### src/verilog/dsfr_pkg.sv
// package: status bit layout, register map and timing constants for the status reporter
package dsfr_pkg;
  // apb register byte offsets
  localparam logic [7:0] DSFR_OFF_STATUS = 8'h00;
  localparam logic [7:0] DSFR_OFF_REQ = 8'h04;
  localparam logic [7:0] DSFR_OFF_DRIVE = 8'h08;
  localparam logic [7:0] DSFR_OFF_SELECT = 8'h0C;
  localparam logic [7:0] DSFR_OFF_FREQ = 8'h10;
  localparam logic [7:0] DSFR_OFF_TOL = 8'h14;
  localparam logic [7:0] DSFR_OFF_MONSEL = 8'h18;
  localparam logic [7:0] DSFR_OFF_MONREPLY = 8'h1C;
  localparam logic [7:0] DSFR_OFF_INSTR = 8'h20;
  localparam logic [7:0] DSFR_OFF_SETFREQ = 8'h24;
  localparam logic [7:0] DSFR_OFF_OUTFREQ = 8'h28;
  // status word bit positions
  localparam int DSFR_BIT_FWD = 0;
  localparam int DSFR_BIT_REV = 1;
  localparam int DSFR_BIT_SEL0 = 2;
  localparam int DSFR_BIT_MON = 12;
  localparam int DSFR_BIT_VFREQ = 13;
  localparam int DSFR_BIT_NVFREQ = 14;
  localparam int DSFR_BIT_INSTR = 15;
  localparam int DSFR_BIT_ERR = 26;
  localparam int DSFR_BIT_READY = 27;
  // request word bit positions
  localparam int DSFR_REQ_MON = 0;
  localparam int DSFR_REQ_VFREQ = 1;
  localparam int DSFR_REQ_NVFREQ = 2;
  localparam int DSFR_REQ_INSTR = 3;
  localparam int DSFR_REQ_ERRRST = 4;
  // internal status source codes for the six selectable bits
  localparam logic [2:0] DSFR_SRC_RUN = 3'h0;
  localparam logic [2:0] DSFR_SRC_SPEED = 3'h1;
  localparam logic [2:0] DSFR_SRC_STALL = 3'h2;
  localparam logic [2:0] DSFR_SRC_DIP = 3'h3;
  localparam logic [2:0] DSFR_SRC_FDET = 3'h4;
  localparam logic [2:0] DSFR_SRC_ALARM = 3'h5;
  // default mapping: slot i driven by source i
  localparam logic [17:0] DSFR_SELECT_RST = 18'h2C688;
  localparam logic [15:0] DSFR_TOL_RST = 16'h0064;
  // setup time after reset before ready
  localparam int DSFR_SETUP_NS = 1000;
  localparam int DSFR_CLK_NS = 10;
  localparam int DSFR_SETUP_CYC = (DSFR_SETUP_NS + DSFR_CLK_NS - 1) / DSFR_CLK_NS;
  // cycles for a frequency store or an instruction to finish
  localparam int DSFR_STORE_CYC = 4;
  localparam int DSFR_EXEC_CYC = 8;

  typedef enum logic [2:0] {
    DSFR_ST_SETUP = 3'b001,
    DSFR_ST_READY = 3'b010,
    DSFR_ST_FAULT = 3'b100
  } dsfr_state_t;

  typedef struct packed {
    logic motorFwd;
    logic motorRev;
    logic outputRunning;
    logic stall_prevention_signal;
    logic power_dip_signal;
    logic protectiveTrip;
  } dsfr_drive_t;

  typedef struct packed {
    dsfr_state_t state;
    logic [7:0] setupCnt;
    logic [31:0] status;
    logic [5:0] req;
    logic [15:0] driveRaw;
    logic [17:0] select;
    logic [15:0] cmdFreq;
    logic [15:0] tol;
    logic [15:0] monSel;
    logic [15:0] monitor_reply_register;
    logic [15:0] instruction_word_register;
    logic [15:0] setFreq;
    logic [3:0] vCnt;
    logic [3:0] nvCnt;
    logic [3:0] iCnt;
    logic [31:0] prdata;
  } dsfr_regs_t;
endpackage : dsfr_pkg

### src/verilog/dsfr_reporter.sv
// drive status flag reporter: cyclic status word behind an apb slave
//
// Operation
// - forward flag high only while motor turns forward
// - reverse flag high only while motor turns in reverse
// - output-active flag follows the running drive output
// - at-speed flag when output frequency within tolerance of command
// - stall-prevention flag follows stall prevention activity
// - power-dip flag on momentary supply loss or undervoltage
// - frequency-detect flag when output reaches commanded frequency
// - alarm flag when a protective trip stops the output
// - select register remaps sources of the six selectable bits
// - monitoring flag after reply loaded, drops with the request
// - volatile frequency done after store, clears with request
// - nonvolatile frequency done after write, clears with request
// - instruction done when processing finishes after execute request
// - error flag set whenever a protective function trips
// - ready flag only after initial setup following reset
// - ready flag drops on a protective trip
// - error reset during fault restarts device; ignored otherwise
// - reply register refreshed while monitor request stays high
`timescale 1ns/1ps
module dsfr_reporter (
  input wire logic sys_clk,
  input wire logic reset,
  input wire logic psel,
  input wire logic penable,
  input wire logic pwrite,
  input wire logic [7:0] paddr,
  input wire logic [31:0] pwdata,
  output logic [31:0] prdata,
  output logic pready,
  output logic pslverr,
  input wire dsfr_pkg::dsfr_drive_t drive,
  input wire logic [15:0] outFreq,
  output logic [31:0] statusWord
);
  dsfr_pkg::dsfr_regs_t r, n;
  logic [5:0] src;
  logic [5:0] sel6;
  logic atSpeed;
  logic freqHit;
  logic fault;
  logic wrEn;
  logic rdEn;
  logic mapped;
  logic errRstReq;
  logic [31:0] rdVal;

  function automatic logic [15:0] absDiff(input logic [15:0] a, input logic [15:0] b);
    absDiff = (a > b) ? a - b : b - a;
  endfunction : absDiff

  // --------------------------------------------------------------
  // internal status sources
  // --------------------------------------------------------------
  always_comb begin
    // fault is the drive trip input ORed with bit 5 of what software pokes into the raw mirror
    fault = drive.protectiveTrip | r.driveRaw[5];
    atSpeed = drive.outputRunning && absDiff(outFreq, r.cmdFreq) <= r.tol;
    freqHit = drive.outputRunning && outFreq >= r.cmdFreq;
    src = '0;
    src[dsfr_pkg::DSFR_SRC_RUN] = drive.outputRunning;
    src[dsfr_pkg::DSFR_SRC_SPEED] = atSpeed;
    src[dsfr_pkg::DSFR_SRC_STALL] = drive.stall_prevention_signal;
    src[dsfr_pkg::DSFR_SRC_DIP] = drive.power_dip_signal;
    src[dsfr_pkg::DSFR_SRC_FDET] = freqHit;
    src[dsfr_pkg::DSFR_SRC_ALARM] = fault;
    // codes above five select nothing and read low
    for (int i = 0; i < 6; i++) begin
      sel6[i] = (r.select[3*i +: 3] < 3'h6) ? src[r.select[3*i +: 3]] : 1'b0;
    end
  end

  // --------------------------------------------------------------
  // apb decode
  // --------------------------------------------------------------
  always_comb begin
    wrEn = psel && penable && pwrite;
    rdEn = psel && !penable && !pwrite;
    mapped = 1'b1;
    rdVal = '0;
    unique case (paddr)
      dsfr_pkg::DSFR_OFF_STATUS: rdVal = r.status;
      dsfr_pkg::DSFR_OFF_REQ: rdVal = {26'h0, r.req};
      dsfr_pkg::DSFR_OFF_DRIVE: rdVal = {16'h0, r.driveRaw};
      dsfr_pkg::DSFR_OFF_SELECT: rdVal = {14'h0, r.select};
      dsfr_pkg::DSFR_OFF_FREQ: rdVal = {16'h0, r.cmdFreq};
      dsfr_pkg::DSFR_OFF_TOL: rdVal = {16'h0, r.tol};
      dsfr_pkg::DSFR_OFF_MONSEL: rdVal = {16'h0, r.monSel};
      dsfr_pkg::DSFR_OFF_MONREPLY: rdVal = {16'h0, r.monitor_reply_register};
      dsfr_pkg::DSFR_OFF_INSTR: rdVal = {16'h0, r.instruction_word_register};
      dsfr_pkg::DSFR_OFF_SETFREQ: rdVal = {16'h0, r.setFreq};
      dsfr_pkg::DSFR_OFF_OUTFREQ: rdVal = {16'h0, outFreq};
      default: mapped = 1'b0;
    endcase
    pready = 1'b1;
    pslverr = psel && penable && !mapped;
  end

  // --------------------------------------------------------------
  // next state
  // --------------------------------------------------------------
  always_comb begin
    n = r;
    errRstReq = r.req[dsfr_pkg::DSFR_REQ_ERRRST];
    if (rdEn) begin
      n.prdata = rdVal;
    end
    if (wrEn && mapped) begin
      unique case (paddr)
        dsfr_pkg::DSFR_OFF_REQ: n.req = pwdata[5:0];
        dsfr_pkg::DSFR_OFF_DRIVE: n.driveRaw = pwdata[15:0];
        dsfr_pkg::DSFR_OFF_SELECT: n.select = pwdata[17:0];
        dsfr_pkg::DSFR_OFF_FREQ: n.cmdFreq = pwdata[15:0];
        dsfr_pkg::DSFR_OFF_TOL: n.tol = pwdata[15:0];
        dsfr_pkg::DSFR_OFF_MONSEL: n.monSel = pwdata[15:0];
        dsfr_pkg::DSFR_OFF_INSTR: n.instruction_word_register = pwdata[15:0];
        default: ;
      endcase
    end
    // monitor: reply tracks the chosen value every cycle while requested
    if (r.req[dsfr_pkg::DSFR_REQ_MON]) begin
      n.monitor_reply_register = (r.monSel == 16'h0000) ? outFreq : r.cmdFreq;
    end
    // completion counters run only while their request is held
    n.vCnt = r.req[dsfr_pkg::DSFR_REQ_VFREQ] ? ((r.vCnt == 4'hF) ? r.vCnt : r.vCnt + 4'h1) : 4'h0;
    n.nvCnt = r.req[dsfr_pkg::DSFR_REQ_NVFREQ] ?
              ((r.nvCnt == 4'hF) ? r.nvCnt : r.nvCnt + 4'h1) : 4'h0;
    n.iCnt = r.req[dsfr_pkg::DSFR_REQ_INSTR] ? ((r.iCnt == 4'hF) ? r.iCnt : r.iCnt + 4'h1) : 4'h0;
    if (r.vCnt == 4'(dsfr_pkg::DSFR_STORE_CYC) || r.nvCnt == 4'(dsfr_pkg::DSFR_STORE_CYC)) begin
      n.setFreq = r.cmdFreq;
    end
    unique case (r.state)
      dsfr_pkg::DSFR_ST_SETUP: begin
        n.setupCnt = r.setupCnt + 8'h01;
        // a trip during setup still has to show as an error at once
        if (fault) begin
          n.state = dsfr_pkg::DSFR_ST_FAULT;
        end else if (r.setupCnt == 8'(dsfr_pkg::DSFR_SETUP_CYC - 1)) begin
          n.state = dsfr_pkg::DSFR_ST_READY;
        end
      end
      dsfr_pkg::DSFR_ST_READY: begin
        if (fault) begin
          n.state = dsfr_pkg::DSFR_ST_FAULT;
        end
      end
      dsfr_pkg::DSFR_ST_FAULT: begin
        // reset request only counts in the fault state, whether or not the trip is still present
        if (errRstReq) begin
          n.state = dsfr_pkg::DSFR_ST_SETUP;
          n.setupCnt = 8'h00;
          n.req = '0;
          n.driveRaw = '0;
        end
      end
      default: n.state = dsfr_pkg::DSFR_ST_SETUP;
    endcase
    // ----- status word -----
    n.status = '0;
    n.status[dsfr_pkg::DSFR_BIT_FWD] = drive.motorFwd && !drive.motorRev;
    n.status[dsfr_pkg::DSFR_BIT_REV] = drive.motorRev && !drive.motorFwd;
    n.status[dsfr_pkg::DSFR_BIT_SEL0 +: 6] = sel6;
    n.status[dsfr_pkg::DSFR_BIT_MON] = r.req[dsfr_pkg::DSFR_REQ_MON] &&
                                       (r.status[dsfr_pkg::DSFR_BIT_MON] ||
                                        r.monitor_reply_register == n.monitor_reply_register);
    n.status[dsfr_pkg::DSFR_BIT_VFREQ] = r.req[dsfr_pkg::DSFR_REQ_VFREQ] &&
                                         r.vCnt >= 4'(dsfr_pkg::DSFR_STORE_CYC);
    n.status[dsfr_pkg::DSFR_BIT_NVFREQ] = r.req[dsfr_pkg::DSFR_REQ_NVFREQ] &&
                                          r.nvCnt >= 4'(dsfr_pkg::DSFR_STORE_CYC);
    n.status[dsfr_pkg::DSFR_BIT_INSTR] = r.req[dsfr_pkg::DSFR_REQ_INSTR] &&
                                         r.iCnt >= 4'(dsfr_pkg::DSFR_EXEC_CYC);
    n.status[dsfr_pkg::DSFR_BIT_ERR] = (n.state == dsfr_pkg::DSFR_ST_FAULT);
    n.status[dsfr_pkg::DSFR_BIT_READY] = (n.state == dsfr_pkg::DSFR_ST_READY);
  end

  // --------------------------------------------------------------
  // state register
  // --------------------------------------------------------------
  always_ff @(posedge sys_clk) begin
    if (reset) begin
      r <= '{state: dsfr_pkg::DSFR_ST_SETUP, select: dsfr_pkg::DSFR_SELECT_RST,
             tol: dsfr_pkg::DSFR_TOL_RST, default: '0};
    end else begin
      r <= n;
    end
  end

  assign prdata = r.prdata;
  assign statusWord = r.status;
endmodule : dsfr_reporter

### config.mk
export PLATFORM = sky130hd
export DESIGN_NAME = dsfr_reporter
export DESIGN_NICKNAME = d
export VERILOG_FILES = /design/src/verilog/dsfr_pkg.sv /design/src/verilog/dsfr_reporter.sv
export SDC_FILE = /design/constraint.sdc
export NUM_CORES = 1
export LEC_CHECK = 0
export ABC_AREA = 1
export ABC_CLOCK_PERIOD_IN_PS = 7200
export BUFFER_PORTS_ARGS = -buffer_cell sky130_fd_sc_hd__buf_4
export CAP_MARGIN = 10
export CORE_MARGIN = 2
export CORE_UTILIZATION = 64
export DETAILED_ROUTE_END_ITERATION = 6
export GPL_TIMING_DRIVEN = 0
export PLACE_DENSITY = 0.95
export SETUP_SLACK_MARGIN = 0.3
export SLEW_MARGIN = 25
export SYNTH_ARGS = -nofsm -noshare
export SYNTH_HDL_FRONTEND = slang
export SYNTH_SLANG_ARGS = --single-unit
### constraint.sdc
create_clock -name sys_clk -period 7.2 [get_ports sys_clk]
set_clock_uncertainty 0.1 [all_clocks]
set_input_delay 1.44 -clock sys_clk [delete_from_list [all_inputs] [get_ports sys_clk]]
set_output_delay 1.44 -clock sys_clk [all_outputs]
set_load 0.02 [all_outputs]
==> results.md, run 1 <==
- The run finished, with violations left.
- The final reports fail on design-rule violations.
- In this run the critical register-to-register path is launched from r[135].
- The start point of the worst hold path is prdata[9].
- Power spread over the standard cell area amounts to about 180 nW/um2.
- On the final layout, the worst hold slack is 0.3683 ns.
- The clock tree buffer depth is 2.
- Counting flops with a built-in enable in the synthesized netlist gives 0.
- For the pin with the worst max-slew slack, the measured transition is about 0.89 ns.
- The number of global-route vias before repair is 12090.
- The total number of vias is around 13000.
- In the final layout, the share of cells above drive strength 1 is between 10% and 20%.
- At the placement stage, the worst setup path has a slack of between 1.5 and 2 ns.
- The smallest setup slack after layout is 1.969 ns.
- Dividing the final minimum period by the clock period gives between 70% and 80%.
- The H-tree was split into 4 levels.
- For hold timing, the worst endpoint is prdata[9].
- Total power for the finished layout comes to 2.352 mW.
- For flop-to-flop paths, the worst setup slack is 2.70 ns.
- The average instance area after synthesis is around 6.4 um2.
- The number of cells traversed by the worst register-to-register path is 24.
- The number of inserted diodes is 0.
- The highest clock rate is around 190 MHz.
- The tree is rooted in a sky130_fd_sc_hd__clkbuf_16.
- The number of setup violations in the final report is 0.
- The number of pins exceeding their max-slew limit in the final report is 0.
- The worst setup path is launched from a primary input.
- After clock tree synthesis, the repair step resized 0 gates.
- The HPWL after detailed placement is around 33000 um.
- After clock tree synthesis, the flow added hold-fix buffers numbering 0.
- The kind of critical path is in2reg.
- Measured against its own limit, the worst slew margin works out to around 41%.
- In this run the worst hold path is classified as reg2reg.
- Summed over all cells, the static leakage comes to around 6.6 nW.
- The floorplan step set the die height to roughly 140 um.
- The clock latency on the worst-skew pair is ~0.46 ns.
- The flip-flop and latch count after synthesis is around 190.
- For this run, design rule violations remaining after detail routing come to 23.
- The number of antenna violations at the first check in global routing was 0.
- The final weighted congestion in routability-driven placement is around 1.
- The maximum number of pins on one net before global-route repair is 21.
- The global-route met3 utilization is a little over a tenth.
- Once detail routing completed, the nets flagged for antenna violations numbered 0.
- The most common library cell in the layout ignoring fill and taps is sky130_fd_sc_hd__nand2_1.
- met2 is the most crowded layer.
- After detailed routing, the total wire length is roughly 43000 um.
- The met2 usage in global routing is slightly below 70%.
- The worst-case IR drop observed on VDD is slightly below 0.0002 V.
- The delay of the slowest cell on the worst path is approximately 0.36 ns.
- The data arrival at the endpoint of the critical path is ~5.5 ns.
- In the final design database the tool counted approximately 2100 nets.
- The Yosys step of the flow raised 0 warnings.
- The cell area that synthesis handed to floorplanning was 11770 um2.
- Global routing finished with a remaining overflow of 0.
- Synthesis produced 1830 cells.
- The critical path capture point type is a flop.
- The first global-routing pass estimated roughly 65000 um of wire.
- The most used flip-flop cell after synthesis is sky130_fd_sc_hd__dfxtp_1.
- The initial standard-cell utilization of the core is between 60 and 70%.
- The worst path in the final design needs a cycle of ~5.2 ns, including I/O delays and setup.
- The floorplan step defined a core boundary enclosing about 18000 um2.
- The total iterations of the first detailed-routing run is 7.
- The count of buffers added on input and output ports is 87.
- The top cell types in the final layout, fill and taps aside, are sky130_fd_sc_hd__nand2_1, sky130_fd_sc_hd__nor2_1, sky130_fd_sc_hd__inv_1, sky130_fd_sc_hd__dfxtp_1, sky130_fd_sc_hd__a21oi_1.
- Of all nets on the critical path, the largest fanout is 10.
- The final hold violation count is 0.
- The number of DRC violations after detailed-routing iteration 0 is a little under 2000.
- The average wire length per cell after detail routing is between 15 and 20 um.
- Summing all flip-flop and latch instances after layout gives ~3900 um2.
- The cell repeated most along the worst path is sky130_fd_sc_hd__nand2_1.
- The floorplan has slightly below 50 rows.
- Clock-pin slew was measured on the worst setup and hold paths at ~0.080 ns.
- The data required time at the worst endpoint is roughly 7.5 ns.
- The filler cell count is 1463.
- The share of the yosys chip area belonging to registers is about a third.
- The setup total negative slack is 0 ns.
- The total CTS buffers is 17.
- TritonCTS built the clock tree.
- The floorplan step defined a die boundary enclosing ~19000 um2.
- The fraction of synthesis flops using an asynchronous set or reset pin is 0%.
- The cell area after layout is roughly 13000 um2.
- In this run the post-CTS setup repair buffer count came out at 0.
- The worst register-to-register path ends at statusWord[3].
- For this design, the sink count on the clock tree is ~190.
- In this run the cell area measured after placement is 12820 um2.
- The hold path depth is 2.
- Global routing used 42.94% of the available tracks across all layers.
- Setup repair after global routing left no endpoint under its margin.
- The count of maximum capacitance violations is 0.
- The netlist uses 45 different library cells.
- The die is between 100 and 150 um wide.
- In the final layout, the multi-input gates occupy 6355 um2.
- The cell at the slowest stage of the critical path is sky130_fd_sc_hd__xnor2_1.
- The number of top-level design ports is around 130.
- For met1 alone, demand over resource in global routing was a little over half.
- The area growth from synthesis to layout is 14.05%.
- After detailed routing, the number of vias per cell comes to slightly below 6.
==> registers in the layout (all words and copies together) (netlist names) <==
register    flops
statusWord     14
prdata         20
errRstReq       1
r             158
==> per-layer routing <==
layer / part of all wire [%] / vias up
met5: 0 / -
met2: 44 / 927
li1: - / 6061
met1: 36 / 5789
met4: 7.4 / 0
met3: 13 / 228
==> cells by family (layout without fill, tap and decap cells) <==
| group | count (synthesis) | after routing | synth area share (%) |
|---|---|---|---|
| AOI/OAI and AO/OA | 339 | 339 | 15.46 |
| xor gates and xnor gates | 20 | 20 | 1.489 |
| adders and majority gates | 55 | 55 | 5.976 |
| buffers and inverters | 368 | 487 | 14.09 |
| DFF | 193 | 193 | 32.83 |
| other | 2 | 31 | 0.06382 |
| and+or+nand+nor | 853 | 853 | 30.09 |
==> cell type report <==
cell class / count / share of cell area, %
Buffer: 137 / 5.892
Timing Repair Buffer: 87 / 4.867
Multi-Input combinational cell: 1298 / 47.35
Clock buffer: 18 / 3.272
Tap cell: 229 / 2.135
Sequential cell: 193 / 28.79
Inverter: 231 / 6.461
Clock inverter: 14 / 1.231
==> through the flow <==
stage	std cells	utilization (%)
final	2207	74.46
after global routing	2207	74.46
after CTS	2207	74.46
after detailed placement	2175	71.10
after global placement	2175	71.10
after floorplan	1859	-
==> worst max-delay path by stage <==
stage,depth (start not counted),endpoint,slack [ns],startpoint
floorplan,27,statusWord[3],2.83,outFreq[11]
global placement,26,statusWord[3],1.77,outFreq[11]
detailed placement,26,statusWord[3],1.69,outFreq[11]
CTS,26,statusWord[3],2.10,outFreq[11]
global route,26,statusWord[7],1.77,outFreq[11]
finish,26,statusWord[3],1.97,outFreq[11]
==> worst max-delay path, delay by kind of cell <==
family                   cells  cell delay (ns)
AND/OR/NAND/NOR             12             1.71
buffers and inverters        7             0.79
adder cells (fa/ha/maj)      2             0.59
AO/OA/AOI/OAI                4             0.58
XOR/XNOR                     1             0.36
==> synthesized netlist by cell type, types with 2 or more instances <==
master	count	area share, %
sky130_fd_sc_hd__and3_1	2	0.11
sky130_fd_sc_hd__a31oi_1	3	0.16
sky130_fd_sc_hd__buf_4	65	4.1
sky130_fd_sc_hd__a21o_1	4	0.26
sky130_fd_sc_hd__o21ai_0	91	3.9
sky130_fd_sc_hd__nor4_1	2	0.11
sky130_fd_sc_hd__a211oi_1	7	0.45
sky130_fd_sc_hd__clkbuf_1	48	1.5
sky130_fd_sc_hd__fa_1	2	0.34
sky130_fd_sc_hd__nor2_1	225	7.2
sky130_fd_sc_hd__nor3_2	2	0.17
sky130_fd_sc_hd__nand3_1	103	4.4
sky130_fd_sc_hd__o2111ai_1	2	0.15
sky130_fd_sc_hd__nand3b_1	2	0.13
sky130_fd_sc_hd__dfxtp_1	193	33
sky130_fd_sc_hd__nor3_1	16	0.68
sky130_fd_sc_hd__o21ai_1	5	0.21
sky130_fd_sc_hd__nand4_1	34	1.8
sky130_fd_sc_hd__xor2_1	15	1.1
sky130_fd_sc_hd__buf_1	3	0.096
sky130_fd_sc_hd__inv_1	222	7.1
sky130_fd_sc_hd__inv_2	7	0.22
sky130_fd_sc_hd__a21oi_1	176	7.5
sky130_fd_sc_hd__buf_2	20	0.85
sky130_fd_sc_hd__o21bai_1	6	0.38
sky130_fd_sc_hd__nand2_2	2	0.11
sky130_fd_sc_hd__clkinv_1	2	0.064
sky130_fd_sc_hd__nand2_1	454	14
sky130_fd_sc_hd__nor2_2	4	0.21
sky130_fd_sc_hd__xnor2_1	5	0.37
sky130_fd_sc_hd__conb_1	2	0.064
sky130_fd_sc_hd__ha_1	53	5.6
sky130_fd_sc_hd__o22ai_1	41	2.2
==> report_power, final <==
part	internal, mW	total [mW]	switching, mW
sequential	1.07	1.08	0.00605
clock	0.477	0.975	0.498
combinational	0.0991	0.297	0.198
total	1.65	2.35	0.702
Power figures use the tool's default switching activity.
==> run 2: changes to the inputs <==
--- a/config.mk
+++ b/config.mk
@@ -6,14 +6,14 @@
 export NUM_CORES = 1
 export LEC_CHECK = 0
 export ABC_AREA = 1
-export ABC_CLOCK_PERIOD_IN_PS = 7200
+export ABC_CLOCK_PERIOD_IN_PS = 4960
 export BUFFER_PORTS_ARGS = -buffer_cell sky130_fd_sc_hd__buf_4
 export CAP_MARGIN = 10
 export CORE_MARGIN = 2
-export CORE_UTILIZATION = 64
+export CORE_UTILIZATION = 60
 export DETAILED_ROUTE_END_ITERATION = 6
 export GPL_TIMING_DRIVEN = 0
-export PLACE_DENSITY = 0.95
+export PLACE_DENSITY = 0.92
 export SETUP_SLACK_MARGIN = 0.3
 export SLEW_MARGIN = 25
 export SYNTH_ARGS = -nofsm -noshare
==> constraint.sdc (replaced) <==
create_clock -name sys_clk -period 4.96 [get_ports sys_clk]
set_clock_uncertainty 0.1 [all_clocks]
set_input_delay 0.992 -clock sys_clk [delete_from_list [all_inputs] [get_ports sys_clk]]
set_output_delay 0.992 -clock sys_clk [all_outputs]
set_load 0.02 [all_outputs]
==> run 2 against run 1 <==
- the flow still finishes with violations (design-rule violations)
- die area grew 6.5%
- final cell count grew 1.6%
- largest cell class unchanged
- critical path depth grew 2
- critical endpoint is now statusWord[6]
- count of clock-buffer cells in the layout shrank 1
- setup slack lost 1.4 ns
- register-to-register slack lost 1.8 ns
- wire length shrank 1.7%
- total power grew 48%
==> results.md, run 2 (synthesized netlist as in run 1, its figures left out) <==
- The run finished, with violations left.
- The final reports fail on design-rule violations.
- The first-pass GRT wire length is 64390 um (-1.0%).
- The part of the power in the clock network was 42.6% (+1.1 points).
- The number of antenna-violating nets in the routed design was 0 (unchanged).
- The total iterations of the first detailed-routing run was 7 (unchanged).
- The vertical die dimension is 144.0 um (+3.2%).
- The highest-utilization routing layer at the global route stage is met2.
- The kind of launch point of the worst setup path is a primary input.
- The top register by number of flip-flops is r.
- The total core area is 19330 um2 (+7.3%).
- From synthesis to final layout, the design area changed by 14.83%.
- The number of setup violations in the final report came to 0 (unchanged).
- The clock tree buffer depth is 2 (unchanged).
- The HPWL after detailed placement is 31790 um (-2.4%).
- The cell at the slowest stage of the critical path is sky130_fd_sc_hd__fa_1.
- The final standard cell utilization of the core is 69.89% (-4.6 points).
- The static leakage is 6.651 nW (+0.16%).
- The post-placement cell count is 2211 (+1.7%).
- The normalized max-slew margin is 37.46% (-3.4 points).
- The number of antenna violations at the first check in global routing is 1 (+1).
- The count of port buffers added during placement is 87 (unchanged).
- The TritonCTS sink count is 193 (unchanged).
- The global-route met3 utilization came to 12.15% (+1.5 points).
- The post-route DRC violation count is 79 (+240%).
- The initial standard-cell utilization of the core is 60.86% (-4.4 points).
- The floorplan die area is 20750 um2 (+6.5%).
- In the layout the commonest cells are sky130_fd_sc_hd__nand2_1, sky130_fd_sc_hd__nor2_1, sky130_fd_sc_hd__inv_1, sky130_fd_sc_hd__dfxtp_1, sky130_fd_sc_hd__a21oi_1.
- The total CTS buffers came to 17 (unchanged).
- The share of power burned in combinational logic is 12.3% (-0.4 points).
- The final instance count without filler cells is 2242 (+1.6%).
- The final weighted congestion in routability-driven placement came to 1.064 (+3.6%).
- The highest clock rate is between 200 and 250 MHz.
- The number of DRC violations after detailed-routing iteration 0 came to 2063 (+7.3%).
- The met2 usage in global routing came to 63.16% (-4.8 points).
- For the finished layout, the period the worst path requires is ~4.4 ns.
- The met1 global-route usage is 48.04% (-5.0 points).
- The data required time at the worst endpoint is 5.19 ns (-2.28 ns).
- The data arrival at the endpoint of the critical path is 4.59 ns (-0.91 ns).
- The power density over the cells is 256.7 nW/um2 (+47%).
- The fraction of power spent switching nets came to 28.66% (-1.2 points).
- The proportion of power drawn by flip-flops and latches is 45.1% (-0.8 points).
- The setup total negative slack came to 0 ns (unchanged).
- The filler cell count was 1633 (+12%).
- The total number of vias is 13080 (+0.55%).
- The via density per instance came to 5.833 (-1.0%).
- The count of maximum capacitance violations was 0 (unchanged).
- The net switching power of the design is 0.9943 mW (+42%).
- The critical path capture point type is a flop.
- The final hold violation count is 0 (unchanged).
- The internal power consumption came to 2.475 mW (+50%).
- The overall die width was 144.0 um (+3.2%).
- The all-layer global routing usage came to 40.76% (-2.2 points).
- The number of inserted diodes is 0 (unchanged).
- The top fanout value on the critical path is 10 (unchanged).
- The final-stage net count is 2087 (unchanged).
- The clock edge transition at the registers on the reported setup and hold paths was 0.08 ns (about the same).
- The pin slew with the least headroom to its limit is 0.9319 ns (+0.04497 ns).
- The number of top-level design ports was 133 (unchanged).
- The number of pins exceeding their max-slew limit in the final report is 0 (unchanged).
- The number of H-tree branching levels is 4 (unchanged).
- Dividing the final minimum period by the clock period gives roughly 90%.
- The total grt overflow was 0 (unchanged).
- The cell repeated most along the worst path is sky130_fd_sc_hd__nand2_1.
- In this run the worst hold path is classified as reg2reg.
- The number of cell rows came to 51 (+4.1%).
- The TritonCTS clock tree is built.
- The number of setup buffers added after CTS is 0 (unchanged).
- The delay of the slowest cell on the worst path is 0.42 ns (+0.06 ns).
- The largest voltage drop on the vdd net is 0.0002494 V (+27%).
- The maximum number of pins on one net before global-route repair came to 20 (-4.8%).
- The layout cell share with drive strength beyond 1 is 11.79% (+0.26 points).
- The aggregate routed wire length is 41980 um (-1.7%).
- Setup repair after global routing left no endpoint under its margin.
- The average wire length per cell after detail routing is 18.73 um (-3.3%).
- Leaving out fill and tap cells, the most frequent cell in the layout is sky130_fd_sc_hd__nand2_1.
- In this run the clock root is driven by a sky130_fd_sc_hd__clkbuf_16.
- The clock latency on the worst-skew pair came to 0.45 ns (about the same).
- The number of global-route vias before repair is 12300 (+1.7%).
- The number of flip-flops under the largest register name was 158 (unchanged).
- The kind of critical path is in2reg.
- The count of hold buffers inserted by post-cts repair is 0 (unchanged).
[run 2: cell count changes in the layout (fill, tap and decap cells not counted), moves of 2 or more]
| cell | change |
|---|---|
| sky130_fd_sc_hd__buf_2 | -2 |
| sky130_fd_sc_hd__bufinv_16 | +2 |
| sky130_fd_sc_hd__nand2_1 | -2 |
| sky130_fd_sc_hd__inv_6 | -3 |
| sky130_fd_sc_hd__nand2_2 | +2 |
| sky130_fd_sc_hd__clkbuf_4 | +2 |
| sky130_fd_sc_hd__clkinv_8 | -2 |
| sky130_fd_sc_hd__nor2_1 | -2 |
| sky130_fd_sc_hd__inv_8 | +2 |
[run 2: stage by stage]
step	instance area [um2]	setup WS [ns]	power, mW	hold slack, ns
global route	13510	0.2758	3.540	0.3812
floorplan	11880	1.042	1.852	0.3396
detailed placement	12860	0.1622	2.006	0.3559
finish	13510	0.6031	3.469	0.3689
CTS	13480	0.5906	3.432	0.3678
global placement	12860	0.1617	1.997	0.3521
[run 2: what timing repair did]
item | 4_1_cts | 5_1_grt
hold endpoints to repair | 0 | 0
setup endpoints to repair | 0 | 6
gates resized for setup | 0 | 10
[run 2: routing by layer]
metal	wire (um)	up-vias
li1	-	6062
met1	14750	5841
met2	18250	925
met3	5496	249
met4	3488	0
met5	0	-
[run 2: layout make-up]
type,instances,area [um2],area share [%]
clock buffer,17,425.4,3.148
sequential,193,3864,28.59
multi-input combinational,1298,6380,47.21
inverter,231,867.1,6.417
clock inverter,14,196.4,1.454
buffer,137,795.8,5.889
timing repair buffer,87,653.1,4.833
tap,265,331.6,2.454
[run 2: worst max-delay path: cells and delay by family]
kind,cells,cell delay (ns)
AND/OR/NAND/NOR,14,1.39
adder cells (fa/ha/maj),3,0.92
AO/OA/AOI/OAI,3,0.33
XOR/XNOR,1,0.19
buffers and inverters,7,0.75
[run 2: power by group through the flow]
stage | combinational [mW] | sequential (mW) | clock, mW
after floorplan | 0.253 | 1.60 | 0
after global placement | 0.394 | 1.60 | 0
after detailed placement | 0.403 | 1.60 | 0
after CTS | 0.406 | 1.57 | 1.46
after global routing | 0.457 | 1.57 | 1.52
final | 0.426 | 1.57 | 1.48
[run 2: final timing paths]
check	slack (ns)	depth (start not counted)	start	endpoint
worst max register to register	0.89	25	r[125]	statusWord[6]
worst min register to register	0.37	2	prdata[11]	prdata[11]
worst max-delay path	0.60	28	outFreq[0]	statusWord[6]
worst min-delay path	0.37	2	prdata[11]	prdata[11]
